--- src/hdl/trace_perm_pkg.sv ---
// Shared types, register offsets, field positions and reset values of the permission block.
package trace_perm_pkg;

   // ****************************************************************
   // Widths and carriers.
   // ****************************************************************
   localparam int DATA_W = 32;
   localparam int ADDR_W = 12;

   typedef logic [DATA_W-1:0] data_t;
   typedef logic [ADDR_W-1:0] addr_t;

   typedef enum logic [1:0] {PATH_DEBUGGER, PATH_MEMORY, PATH_COPROC} path_t;

   typedef enum logic [3:0] {
      GRP_TRACE, GRP_RES_TRACE, GRP_LOCK_STATUS, GRP_LOCK_ACCESS, GRP_PD_STATUS,
      GRP_OS_LOCK_STATUS, GRP_OS_LOCK_ACCESS, GRP_ID, GRP_OTHER_MGMT, GRP_RES_MGMT
   } group_t;

   typedef enum logic [2:0] {
      ST_NO_DEBUG_POWER, ST_NO_CORE_POWER, ST_NON_PRIV, ST_STICKY_SET, ST_OS_LOCK_SET,
      ST_OTHERWISE
   } access_state_t;

   typedef enum logic [2:0] {OUT_OK, OUT_ERROR, OUT_NPOSS, OUT_WI, OUT_RAZ, OUT_UNP} outcome_t;

   typedef struct packed {
      logic trace_power;
      logic core_power;
      logic sw_debug_enable;
      logic nonpriv_mode;
      logic coproc_deny;
      logic nonsecure_deny;
      logic hyp_deny;
   } power_ctx_t;

   // ****************************************************************
   // Register offsets.
   // ****************************************************************
   localparam addr_t OFS_MAIN_CONTROL = 12'h000;
   localparam addr_t OFS_TRACE_DATA = 12'h004;
   localparam addr_t OFS_MGMT_BASE = 12'h010;
   localparam addr_t OFS_LOCK_STATUS = 12'h010;
   localparam addr_t OFS_LOCK_ACCESS = 12'h014;
   localparam addr_t OFS_PD_STATUS = 12'h018;
   localparam addr_t OFS_OS_LOCK_STATUS = 12'h01C;
   localparam addr_t OFS_OS_LOCK_ACCESS = 12'h020;
   localparam addr_t OFS_DEVICE_CFG_ID = 12'h024;
   localparam addr_t OFS_AUTH_STATUS = 12'h028;
   localparam addr_t OFS_CLAIM = 12'h02C;

   // ****************************************************************
   // Field positions and values.
   // ****************************************************************
   localparam int MC_PD_BIT = 0;
   localparam int LS_IMPL_BIT = 0;
   localparam int LS_LOCKED_BIT = 1;
   localparam int PDS_CORE_BIT = 0;
   localparam int PDS_STICKY_BIT = 1;
   localparam int OSL_BIT = 0;

   localparam data_t MC_RESET = 32'h0000_0001;
   // The unlock key and both identity values are arbitrary.
   localparam data_t UNLOCK_KEY = 32'h0000_5A5A;
   localparam data_t DEVICE_CFG_ID_VAL = 32'h0000_0000;
   localparam data_t AUTH_STATUS_VAL = 32'h0000_0000;
   localparam logic SW_LOCK_RESET = 1'b1;
   localparam logic OS_LOCK_RESET = 1'b0;
   localparam logic STICKY_RESET = 1'b1;

   // Maps an address to its register group; unmapped space is reserved.
   function automatic group_t addr_group(input addr_t a);
      group_t g;
      g = (a < OFS_MGMT_BASE) ? GRP_RES_TRACE : GRP_RES_MGMT;
      case (a)
         OFS_MAIN_CONTROL, OFS_TRACE_DATA: g = GRP_TRACE;
         OFS_LOCK_STATUS: g = GRP_LOCK_STATUS;
         OFS_LOCK_ACCESS: g = GRP_LOCK_ACCESS;
         OFS_PD_STATUS: g = GRP_PD_STATUS;
         OFS_OS_LOCK_STATUS: g = GRP_OS_LOCK_STATUS;
         OFS_OS_LOCK_ACCESS: g = GRP_OS_LOCK_ACCESS;
         OFS_DEVICE_CFG_ID, OFS_AUTH_STATUS: g = GRP_ID;
         OFS_CLAIM: g = GRP_OTHER_MGMT;
         default: ;
      endcase
      return g;
   endfunction

endpackage

--- src/hdl/trace_reg_access_permission_multi_power.sv ---
// Register file of a trace unit with access permissions for split power domains.
//
// The implementer's own choices: the address-and-strobe port and the placing of the registers.
`timescale 1ns/1ps
module trace_reg_access_permission_multi_power (
   input wire logic clk_in,
   input wire logic resetn_in,
   input wire trace_perm_pkg::power_ctx_t ctx_in,
   input wire trace_perm_pkg::path_t path_in,
   input wire trace_perm_pkg::addr_t addr_in,
   input wire trace_perm_pkg::data_t wdata_in,
   input wire logic wr_in,
   input wire logic rd_in,
   output trace_perm_pkg::data_t rdata_out,
   output trace_perm_pkg::outcome_t resp_out,
   output logic resp_valid_out,
   output trace_perm_pkg::access_state_t access_state_out,
   output trace_perm_pkg::data_t main_control_out,
   output logic sw_lock_out,
   output logic os_lock_out,
   output logic sticky_out
);
   import trace_perm_pkg::*;

   typedef struct packed {
      data_t main_control;
      data_t trace_data;
      data_t claim;
      logic sw_lock;
      logic os_lock;
      logic sticky;
      data_t rdata;
      outcome_t resp;
      access_state_t state;
      logic resp_valid;
   } regs_t;

   localparam regs_t REGS_RESET = '{
      main_control: MC_RESET,
      trace_data: '0,
      claim: '0,
      sw_lock: SW_LOCK_RESET,
      os_lock: OS_LOCK_RESET,
      sticky: STICKY_RESET,
      rdata: '0,
      resp: OUT_OK,
      state: ST_OTHERWISE,
      resp_valid: 1'b0
   };

   regs_t s_ff;
   regs_t nxt_s;
   group_t grp;
   access_state_t state;
   outcome_t outcome;
   logic wr_ok;
   logic rd_ok;
   logic pd_set;

   // ****************************************************************
   // Permission decode for the access on the bus.
   // ****************************************************************
   assign grp = addr_group(addr_in);

   access_perm_decode u_decode (
      .ctx_in(ctx_in),
      .path_in(path_in),
      .group_in(grp),
      .sticky_in(s_ff.sticky),
      .os_lock_in(s_ff.os_lock),
      .sw_lock_in(s_ff.sw_lock),
      .state_out(state),
      .outcome_out(outcome)
   );

   assign wr_ok = wr_in && (outcome == OUT_OK);
   assign rd_ok = rd_in && ((outcome == OUT_OK) || (outcome == OUT_WI));
   assign pd_set = s_ff.main_control[MC_PD_BIT];

   // ****************************************************************
   // Next state.
   // ****************************************************************
   always_comb begin
      nxt_s = s_ff;
      nxt_s.resp_valid = rd_in || wr_in;
      nxt_s.rdata = '0;
      if (rd_in || wr_in) begin
         nxt_s.resp = outcome;
         nxt_s.state = state;
      end
      if (wr_ok) begin
         case (grp)
            GRP_TRACE: begin
               if (addr_in == OFS_MAIN_CONTROL) begin
                  if (pd_set) begin
                     nxt_s.main_control[MC_PD_BIT] = wdata_in[MC_PD_BIT];
                  end else begin
                     nxt_s.main_control = wdata_in;
                  end
               end else if (!pd_set) begin
                  nxt_s.trace_data = wdata_in;
               end
            end
            GRP_LOCK_ACCESS: nxt_s.sw_lock = (wdata_in != UNLOCK_KEY);
            GRP_OS_LOCK_ACCESS: nxt_s.os_lock = wdata_in[OSL_BIT];
            GRP_OTHER_MGMT: nxt_s.claim = wdata_in;
            default: ;
         endcase
      end
      if (rd_ok) begin
         case (grp)
            GRP_TRACE: begin
               nxt_s.rdata = (addr_in == OFS_MAIN_CONTROL) ? s_ff.main_control : s_ff.trace_data;
            end
            GRP_LOCK_STATUS: begin
               nxt_s.rdata[LS_IMPL_BIT] = 1'b1;
               nxt_s.rdata[LS_LOCKED_BIT] = s_ff.sw_lock;
            end
            GRP_PD_STATUS: begin
               nxt_s.rdata[PDS_CORE_BIT] = ctx_in.core_power;
               nxt_s.rdata[PDS_STICKY_BIT] = s_ff.sticky;
               if (!s_ff.sw_lock) begin
                  nxt_s.sticky = 1'b0;
               end
            end
            GRP_OS_LOCK_STATUS: nxt_s.rdata[OSL_BIT] = s_ff.os_lock;
            GRP_ID: begin
               nxt_s.rdata = (addr_in == OFS_DEVICE_CFG_ID) ? DEVICE_CFG_ID_VAL : AUTH_STATUS_VAL;
            end
            GRP_OTHER_MGMT: nxt_s.rdata = s_ff.claim;
            default: nxt_s.rdata = '0;
         endcase
      end
      if (!ctx_in.core_power) begin
         nxt_s.sticky = 1'b1;
      end
   end

   always_ff @(posedge clk_in or negedge resetn_in) begin
      if (!resetn_in) begin
         s_ff <= REGS_RESET;
      end else begin
         s_ff <= nxt_s;
      end
   end

   // ****************************************************************
   // Outputs.
   // ****************************************************************
   assign rdata_out = s_ff.rdata;
   assign resp_out = s_ff.resp;
   assign resp_valid_out = s_ff.resp_valid;
   assign access_state_out = s_ff.state;
   assign main_control_out = s_ff.main_control;
   assign sw_lock_out = s_ff.sw_lock;
   assign os_lock_out = s_ff.os_lock;
   assign sticky_out = s_ff.sticky;

   logic acc;
   logic powered;
   assign acc = rd_in || wr_in;
   assign powered = ctx_in.trace_power && ctx_in.core_power;
endmodule

--- src/hdl/access_perm_decode.sv ---
// Combinational access state and outcome decoder for one register access.
`timescale 1ns/1ps
module access_perm_decode (
   input wire trace_perm_pkg::power_ctx_t ctx_in,
   input wire trace_perm_pkg::path_t path_in,
   input wire trace_perm_pkg::group_t group_in,
   input wire logic sticky_in,
   input wire logic os_lock_in,
   input wire logic sw_lock_in,
   output trace_perm_pkg::access_state_t state_out,
   output trace_perm_pkg::outcome_t outcome_out
);
   import trace_perm_pkg::*;

   logic no_debug_power;
   logic no_core_power;
   logic non_priv;
   outcome_t general;

   // Groups that memory-mapped writes leave alone while the software lock is set.
   function automatic logic lock_marked(input group_t g);
      return (g == GRP_TRACE) || (g == GRP_OS_LOCK_ACCESS) || (g == GRP_OTHER_MGMT);
   endfunction

   // ****************************************************************
   // Access state by priority.
   // ****************************************************************
   assign no_debug_power = !ctx_in.trace_power ||
                           ((path_in == PATH_MEMORY) && !ctx_in.sw_debug_enable);
   assign no_core_power = !no_debug_power && !ctx_in.core_power;
   assign non_priv = (path_in == PATH_COPROC) && !no_debug_power && !no_core_power &&
                     ctx_in.nonpriv_mode &&
                     (ctx_in.coproc_deny || ctx_in.nonsecure_deny || ctx_in.hyp_deny);

   always_comb begin
      if (no_debug_power) begin
         state_out = ST_NO_DEBUG_POWER;
      end else if (no_core_power) begin
         state_out = ST_NO_CORE_POWER;
      end else if (non_priv) begin
         state_out = ST_NON_PRIV;
      end else if (sticky_in) begin
         state_out = ST_STICKY_SET;
      end else if (os_lock_in) begin
         state_out = ST_OS_LOCK_SET;
      end else begin
         state_out = ST_OTHERWISE;
      end
   end

   // ****************************************************************
   // Outcome per group and path.
   // ****************************************************************
   always_comb begin
      general = OUT_OK;
      case (group_in)
         GRP_TRACE: begin
            if (state_out inside {ST_NO_CORE_POWER, ST_STICKY_SET, ST_OS_LOCK_SET}) begin
               general = OUT_ERROR;
            end
         end
         GRP_RES_TRACE: begin
            general = ((path_in == PATH_COPROC) &&
                       (state_out inside {ST_STICKY_SET, ST_OS_LOCK_SET})) ? OUT_UNP : OUT_RAZ;
         end
         GRP_LOCK_STATUS: begin
            if (path_in != PATH_MEMORY) begin
               general = OUT_RAZ;
            end
         end
         GRP_LOCK_ACCESS: begin
            if (path_in != PATH_MEMORY) begin
               general = OUT_WI;
            end
         end
         GRP_RES_MGMT: general = OUT_RAZ;
         default: ;
      endcase
      if ((path_in == PATH_MEMORY) && sw_lock_in && lock_marked(group_in) &&
          (general == OUT_OK)) begin
         general = OUT_WI;
      end
      if (no_debug_power) begin
         outcome_out = OUT_ERROR;
      end else if (no_core_power && (path_in == PATH_COPROC)) begin
         outcome_out = OUT_NPOSS;
      end else if (non_priv) begin
         outcome_out = OUT_ERROR;
      end else begin
         outcome_out = general;
      end
   end

endmodule

--- config.mk ---
export PLATFORM = sky130hd
export DESIGN_NAME = trace_reg_access_permission_multi_power
export DESIGN_NICKNAME = d
export VERILOG_FILES = /design/src/hdl/trace_perm_pkg.sv /design/src/hdl/trace_reg_access_permission_multi_power.sv /design/src/hdl/access_perm_decode.sv
export SDC_FILE = /design/constraint.sdc
export NUM_CORES = 1
export LEC_CHECK = 0
export ABC_CLOCK_PERIOD_IN_PS = 6600
export BUFFER_PORTS_ARGS = -buffer_cell sky130_fd_sc_hd__buf_2
export CAP_MARGIN = 40
export CORE_ASPECT_RATIO = 1.5
export CORE_UTILIZATION = 55
export CTS_CLUSTER_DIAMETER = 120
export DETAILED_ROUTE_END_ITERATION = 6
export PLACE_DENSITY = 0.79
export RECOVER_POWER = 50
export SKIP_LAST_GASP = 1
export SYNTH_ARGS = -nofsm -noshare
export SYNTH_HDL_FRONTEND = slang
export SYNTH_SLANG_ARGS = --single-unit
--- constraint.sdc ---
create_clock -name clk_in -period 6.6 [get_ports clk_in]
set_input_delay 1.32 -clock clk_in [delete_from_list [all_inputs] [get_ports clk_in]]
set_output_delay 1.32 -clock clk_in [all_outputs]
set_load 0.005 [all_outputs]
Yosys cells after proc, flatten, opt, wreduce, memory -nomap -nowiden
Cells that the tools add are included.
{"block": "word_totals", "in_bits": 57, "word_cells": 106, "out_inout_bits": 74, "reg_bits": 138}
{"block": "op_classes", "bitwise_logic": 2, "reduce_logical": 40, "n_lt_le_gt_ge": 1, "eq_ne": 28, "n_mux": 24}
{"cell": "$pmux 30 s2", "count": 1}
{"cell": "$eq 12x5->1 const B", "count": 4}
{"cell": "$eq 12x6->1 const B", "count": 4}
{"cell": "$mux 33", "count": 1}
{"cell": "$mux 32", "count": 1}
{"cell": "$ne 32x15->1 const B", "count": 1}
{"cell": "$pmux 4 s8", "count": 1}
{"cell": "$mux 3", "count": 9}
{"cell": "$pmux 3 s5", "count": 1}
{"cell": "$logic_and 1x1->1", "count": 13}
{"cell": "$eq 12x3->1 const B", "count": 1}
{"cell": "$eq 4x3->1 const B", "count": 3}
{"cell": "$logic_not 12->1", "count": 1}
{"cell": "$lt 12x5->1 const B", "count": 1}
{"cell": "$eq 4x2->1 const B", "count": 2}
{"cell": "$eq 4x4->1 const B", "count": 2}
{"cell": "$reduce_and 4->1", "count": 2}
{"cell": "$logic_or 1x1->1", "count": 7}
{"cell": "$eq 3x2->1 const B", "count": 2}
{"cell": "$logic_not 3->1", "count": 2}
{"cell": "$mux 1", "count": 6}
{"cell": "$ne 2x1->1 const B", "count": 3}
{"cell": "$reduce_and 2->1", "count": 3}
{"cell": "$reduce_and 3->1", "count": 2}
{"cell": "other kinds (16)", "count": 22}

Depth between registers and ports, before layout
Gate-level depths: netlist of run 1.
{"block": "logic_depth", "ltp_word": 28, "depth_mapped": 9, "ltp_nobuf": 6}

Hierarchy
Synthesis of run 1 repeated with hierarchy kept, for this count alone.
{"block": "hier_totals", "hier_cells": 530, "hier_area_um2": 6647.6}
{"module": "trace_reg_access_permission_multi_power", "cells_each": 496, "area_each_um2": 6394.9, "n_inst": 1, "seq_area_each_um2": 3459.6}
{"module": "access_perm_decode", "cells_each": 34, "area_each_um2": 252.7, "n_inst": 1, "seq_area_each_um2": 0.0}

Worst setup path after synthesis of run 1
OpenSTA, ideal clock, no wires.
{"block": "synth_path", "kind": "input to register", "start": "input port addr_in[5]", "end": "register s_ff[100] in the netlist's numbering", "cell_stages": 8, "n_path_buf": 2, "required_time_ps": 6475, "path_slack_ps": 3093, "setup_time_ps": 125, "t_arrival_ps": 3382, "path_cell_list": "clkbuf_1 -> or3_1 -> o221ai_1 -> a211oi_2 -> o31ai_4 -> nor4_4 -> buf_6 -> mux2_4"}
{"block": "synth_between", "elab_chain_cells": 15, "word_cells_on_any_way": 36, "cone_classes": "order compare (1); eq/ne (15); mux (7); bitwise (1); reduce/logical (12)"}
{"element": "start: declaration", "line_no": "trace_reg_access_permission_multi_power.sv:10", "source": "input wire trace_perm_pkg::addr_t addr_in,"}
{"element": "branches (longest 14 deep; another with $lt 12x5->1)"}
{"element": "$reduce_and 4->1 (no source line) (*)"}
{"element": "end signal: assignment", "line_no": "trace_reg_access_permission_multi_power.sv:143", "source": "s_ff <= nxt_s;"}
{"element": "end: declaration", "line_no": "trace_reg_access_permission_multi_power.sv:51", "source": "regs_t s_ff;"}
Mark *: on every way between the ends.
A chain may end at the register's enable or synchronous reset.

==> impl_results.md, run 1 <==
* Crit path DAT at roughly 4.3 ns
* Postcts setup bufs at 0
* Area added between synthesis and finish at 11.06%
* # clock sinks at around 140
* Initial Util at a little under three fifths
* Post-synthesis average cell area at 13.37 um2
* Power per cell area at approximately 240 mW/mm2
* Number of flops mapped to enable cells by yosys at 0
* Non-filler cells, final at between 700 and 800
* Cell count after synthesis at around 520
* Post-DR wirelength/cell at a little over 20 um
* Drt initial violations at ~250
* Final setup vio count at 0
* Worst hold stages at 2
* Io pins at around 130
* CTS tree: built
* Cts-stage hold buffer count at 0
* Slew @ Worst Pin at between 0.7 and 0.8 ns
* Fillers at 953
* Sequential share of the synthesized area at about half
* ANT nets after route at 0
* Cell area after synthesis at between 0.006 and 0.007 mm2
* Final Util at a little over 60%
* Hpwl dp at ~10 mm
* Max-Cap Viols at 0
* Top cells by count, synth: dfrtp_1 (133), mux2_4 (90), buf_4 (73)
* Run status: finished, final reports clean
* Worst r2r dst: s_ff[50]
* Endpoints failing hold at 0
* Fmax at about 0.25 GHz
* Hold wc startpoint: access_state_out[2]
* Floorplan row count at 50
* 1st-pass router iterations at 4
* Final min period at 4.016 ns
* Worst setup SP type: primary input
* Share of cells above drive strength 1 at a little under half
* CP cell instances: buf_2 > or4_4 > nor3_4 > o32ai_1 > o31ai_4 > or2_2 > nor2_1
* H-tree level count at 4
* Port Buffers at 130
* Clock root buffer: clkbuf_16
* Clk buf depth at 2
* Syn nets at slightly below 600
* CP peak stage delay at a little under 0.7 ns
* GR Util met2 at 40.61%
* Critical Path Fanout Max at 33
* Setup TNS Final at 0 ns
* Vias at roughly 4300
* Final wirelength at approximately 15 mm
* Clk slew on worst S/H paths at approximately 0.060 ns
* Vias in the first global route at roughly 4600
* Final setup margin at approximately 2.6 ns
* Area leader, netlist: dfrtp_1
* Synth Flop Type: dfrtp_1
* Hold Slack at between 0.4 and 0.5 ns
* WP buf/inv at 1
* N_diodes at 0
* Final Net Count at between 600 and 700
* Worst Hold Class: reg -> reg
* Cts bufs inserted at 17
* Reg2Reg Setup Slack at 3.67 ns
* VDD IR-drop max at ~0.20 mV
* Initial antenna violation count at 1
* Synth top area cells: dfrtp_1 (48%), mux2_4 (19%), buf_4 (7.9%)
* R2r worst-path depth at 6
* Required time of the critical path at 6.84 ns
* Width of the die at around 94 um
* LEAKAGE at roughly 3.7 nW
* Slew HR at a little under half
* GRT Util Overall at 24.53%
* Yosys reg bits at ~140
* Clock Skew at slightly below 0.009 ns
* Largest net degree at the start of global routing at 77
* RSZ-0062 raised after global routing: false
* Kind of critical path: in -> reg
* Slew Viols, Final at 0
* Yosys top cell area share at 47.70%
* Hold EP: access_state_out[2]
* Placed Cells at 720
* GR met1 Demand/Resource at a little under a third
* FF-to-FF Start: sticky_out
* Post-cts resize count at 0
* Yosys cell types at 49
* Ys async rst share at between 90% and 100%
* Met3 Resource Use GR at under 10%
* Busiest grt layer: met2
* First-pass GRT wire length at 24.29 mm
* Crit end category: register
* Total Die Area at ~0.013 mm2
* Period utilisation layout at 60.84%
* Clk Latency, worst-skew pair at roughly 0.41 ns
* Chip height at roughly 140 um
* Crit-path leading delay family: simple AND/OR/NAND/NOR gates
* GRT overflow at 0
* DRC violation count after routing at 0
* Slowest-stage cell, CP: or2_2
* Yosys warning count at 0
* Pre-CTS setup slack at about 2.2 ns
* Top-count cell post-synth: dfrtp_1
* Placer Congestion at between 0.9 and 1
* Vias per cell at 5.723
* Core Region at roughly 0.012 mm2
layout make-up:
class | count | area, um2 | area share (%)
sequential | 138 | 3460 | 44.64
clock inverter | 7 | 91.34 | 1.179
tap | 156 | 195.2 | 2.519
multi-input combinational | 281 | 2794 | 36.05
inverter | 7 | 26.28 | 0.3390
timing repair buffer | 138 | 701.9 | 9.057
clock buffer | 24 | 481.7 | 6.216
report_power, final:
part | switching [mW] | internal [mW] | total [mW] | leakage, nW
clock | 0.341 | 0.583 | 0.924 | 0.280
sequential | 0.00314 | 0.852 | 0.855 | 1.90
combinational | 0.0581 | 0.0330 | 0.0911 | 1.52
placed cells by master (no fill, tap or decap), drive strengths merged, types with 3 or more instances in the layout:
master    n
inv       7
clkinv    4
nand3     6
nand2b    4
nor4bb    5
nor3      6
nand2    13
mux2    130
dfrtp   133
dfstp     5
nor2     38
a22oi    32
o21ai     4
clkbuf   59
nand4     3
nor4      8
buf     103
per-stage QoR:
step	total power, mW	instance area, um2
finish	1.870	7750
global route	1.926	7750
CTS	1.881	7794
detailed placement	0.9618	7221
global placement	0.9576	7189
floorplan	0.9087	6978
cell families after synthesis:
logic type	count (synthesis)	synth area share, %
flops	138	49.58
mux	132	26.11
buf+inv	103	10.47
simple gates	94	7.693
compound gates	55	6.151
per-layer routing:
layer	vias up	wire, um
met5	-	8
met4	2	346
met3	26	682
met2	142	7957
met1	2221	6106
li1	1907	-
registers in the layout (all words and copies together), names as in the netlist:
| register | cells |
|---|---|
| s_ff | 64 |
| resp_valid_out | 1 |
| sw_lock_out | 1 |
| rdata_out | 32 |
| os_lock_out | 1 |
| main_control_out | 32 |
| resp_out | 3 |
| access_state_out | 3 |
| sticky_out | 1 |
tightest hold or removal path, stage by stage (launching register included):
cell and delay (ns):
dfstp_1 0.37, nand2_1 0.05, o31ai_1 0.06
worst max-delay path by stage:
stage / start / endpoint / slack (ns) / depth (start not counted)
finish: addr_in[6] / rdata_out[7] / 2.58 / 7
global route: addr_in[6] / rdata_out[2] / 2.44 / 7
detailed placement: addr_in[6] / rdata_out[7] / 2.18 / 7
floorplan: addr_in[5] / s_ff[100] / 3.09 / 8
global placement: addr_in[2] / main_control_out[17] / 1.93 / 7
CTS: addr_in[6] / rdata_out[7] / 2.61 / 7
Power figures use the tool's default switching activity.
==> run 2, diff against run 1 <==
--- a/config.mk
+++ b/config.mk
@@ -5,14 +5,15 @@
 export SDC_FILE = /design/constraint.sdc
 export NUM_CORES = 1
 export LEC_CHECK = 0
-export ABC_CLOCK_PERIOD_IN_PS = 6600
+export ABC_AREA = 1
+export ABC_CLOCK_PERIOD_IN_PS = 3500
 export BUFFER_PORTS_ARGS = -buffer_cell sky130_fd_sc_hd__buf_2
 export CAP_MARGIN = 40
 export CORE_ASPECT_RATIO = 1.5
-export CORE_UTILIZATION = 55
+export CORE_UTILIZATION = 51
 export CTS_CLUSTER_DIAMETER = 120
 export DETAILED_ROUTE_END_ITERATION = 6
-export PLACE_DENSITY = 0.79
+export PLACE_DENSITY = 0.77
 export RECOVER_POWER = 50
 export SKIP_LAST_GASP = 1
 export SYNTH_ARGS = -nofsm -noshare
==> constraint.sdc (replaced) <==
create_clock -name clk_in -period 3.5 [get_ports clk_in]
set_input_delay 0.7 -clock clk_in [delete_from_list [all_inputs] [get_ports clk_in]]
set_output_delay 0.7 -clock clk_in [all_outputs]
set_load 0.005 [all_outputs]
==> run 2 against run 1 <==
Effect of this change:
- the flow now finishes with violations (design-rule violations, max-capacitance violations, max-slew violations)
- clock skew shrank 0.00056 ns
- non-clock buffer count up 11
- total power rose by 94%
- highest routed layer is now met4
==> impl_results.md, run 2 <==
* Crit path DAT at 3.32 ns (was 4.26 ns)
* LEAKAGE at 4.195 nW (was 3.702 nW)
* DRC violation count after routing at 17 (was 0)
* Clk slew on worst S/H paths at 0.06 ns (about the same)
* Post-DR wirelength/cell at 16.35 um (was 20.11 um)
* Share of cells above drive strength 1 at 24.33% (was 45.88%)
* Max-Cap Viols at 1 (was 0)
* Top cells by count, synth: nand2_1 (255), dfrtp_1 (133), buf_4 (77) (was dfrtp_1 (133), mux2_4 (90), buf_4 (73))
* Initial antenna violation count at 0 (was 1)
* Fin area at 0.007819 mm2 (was 0.007750 mm2)
* Total Die Area at 0.01423 mm2 (was 0.01315 mm2)
* Synth top area cells: dfrtp_1 (47%), nand2_1 (14%), buf_4 (8.2%) (was dfrtp_1 (48%), mux2_4 (19%), buf_4 (7.9%))
* Clk Latency, worst-skew pair at 0.42 ns (was 0.41 ns)
* Synth Flop Type: dfrtp_1 (unchanged)
* Cts-stage hold buffer count at 0 (unchanged)
* Slew Viols, Final at 64 (was 0)
* Clock Skew at 0.008326 ns (was 0.008887 ns)
* Syn nets at 893 (was 579)
* Clock root buffer: clkbuf_16 (unchanged)
* Cell count after synthesis at 836 (was 522)
* Vias at 5852 (was 4298)
* CP cell instances: buf_2 > nor2_1 > nand2_1 > nor2_1 > nand2_1 > nand3_1 > nor2_1 > nor2_1 > nor2_1 > nand2_1 > nand2_1 > nor2_1 > nand4_1 > nor2_4 > buf_4 > nand2_1 > nand2_1 > o21ai_0 (was buf_2 > or4_4 > nor3_4 > o32ai_1 > o31ai_4 > or2_2 > nor2_1)
* Period utilisation layout at approximately 87%
* Area leader, netlist: dfrtp_1 (unchanged)
* Drt initial violations at 403 (was 245)
* Hold Slack at 0.4634 ns (was 0.4907 ns)
* Yosys cell types at 32 (was 49)
* First-pass GRT wire length at 28.93 mm (was 24.29 mm)
* Placer Congestion at 0.8826 (was 0.9302)
* WP buf/inv at 2 (was 1)
* Required time of the critical path at 3.79 ns (was 6.84 ns)
* Floorplan row count at 52 (was 50)
* Slowest-stage cell, CP: buf_4 (was or2_2)
* GRT overflow at 0 (unchanged)
* GR Util met2 at 42.77% (was 40.61%)
* Final setup vio count at 0 (unchanged)
* Post-synthesis average cell area at 8.384 um2 (was 13.37 um2)
* Core Region at 0.01347 mm2 (was 0.01245 mm2)
* Cts bufs inserted at 17 (unchanged)
* Top-count cell post-synth: nand2_1 (was dfrtp_1)
* Busiest grt layer: met2 (unchanged)
* Vias in the first global route at 5805 (was 4580)
* Hpwl dp at 11.19 mm (was 10.03 mm)
* Max reg flops at 64 (unchanged)
* GR met1 Demand/Resource at 32.60% (was 30.83%)
* Post-DP Area at 0.007241 mm2 (was 0.007221 mm2)
* Run status: finished, violations left (was finished, final reports clean)
* Most flop-heavy register: s_ff (unchanged)
* Endpoints failing hold at 0 (unchanged)
* Placed Cells at 1026 (was 720)
* Ys async rst share at 100.0% (unchanged)
* H-tree level count at 4 (unchanged)
* CP peak stage delay at 0.41 ns (was 0.69 ns)
* Number of flops mapped to enable cells by yosys at 0 (unchanged)
* Sequential share of the synthesized area at 49.36% (was 49.58%)
* Worst setup SP type: primary input (unchanged)
* Slew @ Worst Pin at 1.597 ns (was 0.7815 ns)
* Final min period at just over 3 ns
* Kind of critical path: in -> reg (unchanged)
* Port Buffers at 130 (unchanged)
* Largest net degree at the start of global routing at 64 (was 77)
* Fmax at around 0.33 GHz
* Crit end category: register (unchanged)
* Initial Util at 52.04% (was 56.05%)
* Setup TNS Final at 0 ns (unchanged)
* ANT nets after route at 0 (unchanged)
* Io pins at 131 (unchanged)
* CTS tree: built (unchanged)
* Yosys reg bits at 138 (unchanged)
* Cell area after synthesis at 0.007009 mm2 (was 0.006978 mm2)
* Non-filler cells, final at 1058 (was 751)
* Failing checks: design-rule violations, max-capacitance violations, max-slew violations
* Critical Path Fanout Max at 36 (was 33)
* Slew HR at -6.435% (was 47.90%)
* Worst Hold Class: reg -> reg (unchanged)
* Clk buf depth at 2 (unchanged)
* Area added between synthesis and finish at 11.55% (was 11.06%)
* Yosys warning count at 0 (unchanged)
* Width of the die at 97.72 um (was 93.97 um)
* Yosys top cell area share at 47.48% (was 47.70%)
* Vias per cell at 5.531 (was 5.723)
* RSZ-0062 raised after global routing: false (unchanged)
* VDD IR-drop max at 0.3149 mV (was 0.1979 mV)
* N_diodes at 0 (unchanged)
* Reg2Reg Setup Slack at 0.82 ns (was 3.67 ns)
* Postcts setup bufs at 0 (unchanged)
* GRT Util Overall at 25.66% (was 24.53%)
* Most common cell after layout, fill and taps aside: nand2_1 (was dfrtp_1)
* Fillers at 1224 (was 953)
* Final Net Count at 940 (was 640)
* Power per cell area at 463.8 mW/mm2 (was 241.3 mW/mm2)
* Chip height at 145.6 um (was 140.0 um)
* Final wirelength at 17.30 mm (was 15.10 mm)
* 1st-pass router iterations at 7 (was 4)
* Crit-path leading delay family: simple AND/OR/NAND/NOR gates (unchanged)
* Post-cts resize count at 0 (unchanged)
* Most frequent cells in the layout: nand2_1 (255), dfrtp_1 (133), buf_2 (118) (was dfrtp_1 (133), buf_2 (94), mux2_4 (90))
* Total power at 3.627 mW (was 1.870 mW)
* # clock sinks at 138 (unchanged)
* Met3 Resource Use GR at 5.331% (was 4.995%)
## run 2: metal layers
layer | vias to the layer above | wire length (um) | part of all wire, %
met1 | 2803 | 7239 | 42
met5 | - | 0 | 0
met2 | 209 | 8807 | 51
met3 | 32 | 841 | 4.9
met4 | 0 | 408 | 2.4
li1 | 2808 | - | -
## run 2: final timing paths
path                             from     endpoint  cells after the start
max in group asynchronous   resetn_in    s_ff[100]                      2
min in group asynchronous   resetn_in     s_ff[89]                      1
max reg2reg                sticky_out  os_lock_out                     13
max                        addr_in[8]  os_lock_out                     18
min reg2reg                  s_ff[94]     s_ff[94]                      2
min                          s_ff[94]     s_ff[94]                      2
## run 2: power breakdown
part	leakage (nW)	total [mW]	internal, mW	switching, mW
Combinational	2.01	0.171	0.0474	0.123
Clock	0.286	1.85	1.14	0.704
Sequential	1.90	1.61	1.60	0.00331
## run 2: layout make-up
class | count | area [um2] | share of cell area [%]
inverter | 44 | 165.2 | 2.112
timing repair buffer | 149 | 780.7 | 9.986
clock inverter | 13 | 168.9 | 2.160
tap | 162 | 202.7 | 2.592
clock buffer | 19 | 442.9 | 5.665
sequential | 138 | 3460 | 44.25
multi-input combinational | 533 | 2599 | 33.24
## run 2: per-stage QoR
stage                     util (%)  setup slack (ns)
after detailed placement     53.76            0.1266
after CTS                    58.31            0.5532
after global routing         58.05            0.1957
after global placement       53.76            0.1961
final                        58.05            0.4718
after floorplan                  -            0.8611
## run 2: worst reg2reg max path: stages (launching register included)
cell	delay (ns)
dfstp_2	0.60
nor2_1	0.06
o21ai_0	0.06
nor3b_1	0.30
nand3_1	0.13
nand3_2	0.12
nand2_1	0.06
nor2_1	0.12
nand4_1	0.15
nor2_4	0.27
buf_4	0.42
nand2_1	0.12
nand2_1	0.07
o21ai_0	0.08
## run 2: cell families (layout without fill, tap and decap cells)
logic type	count (synthesis)	count (layout)	synth area share (%)
flops	138	138	49.36
compound gates	100	100	8.587
buf+inv	165	225	13.89
simple gates	433	433	28.17
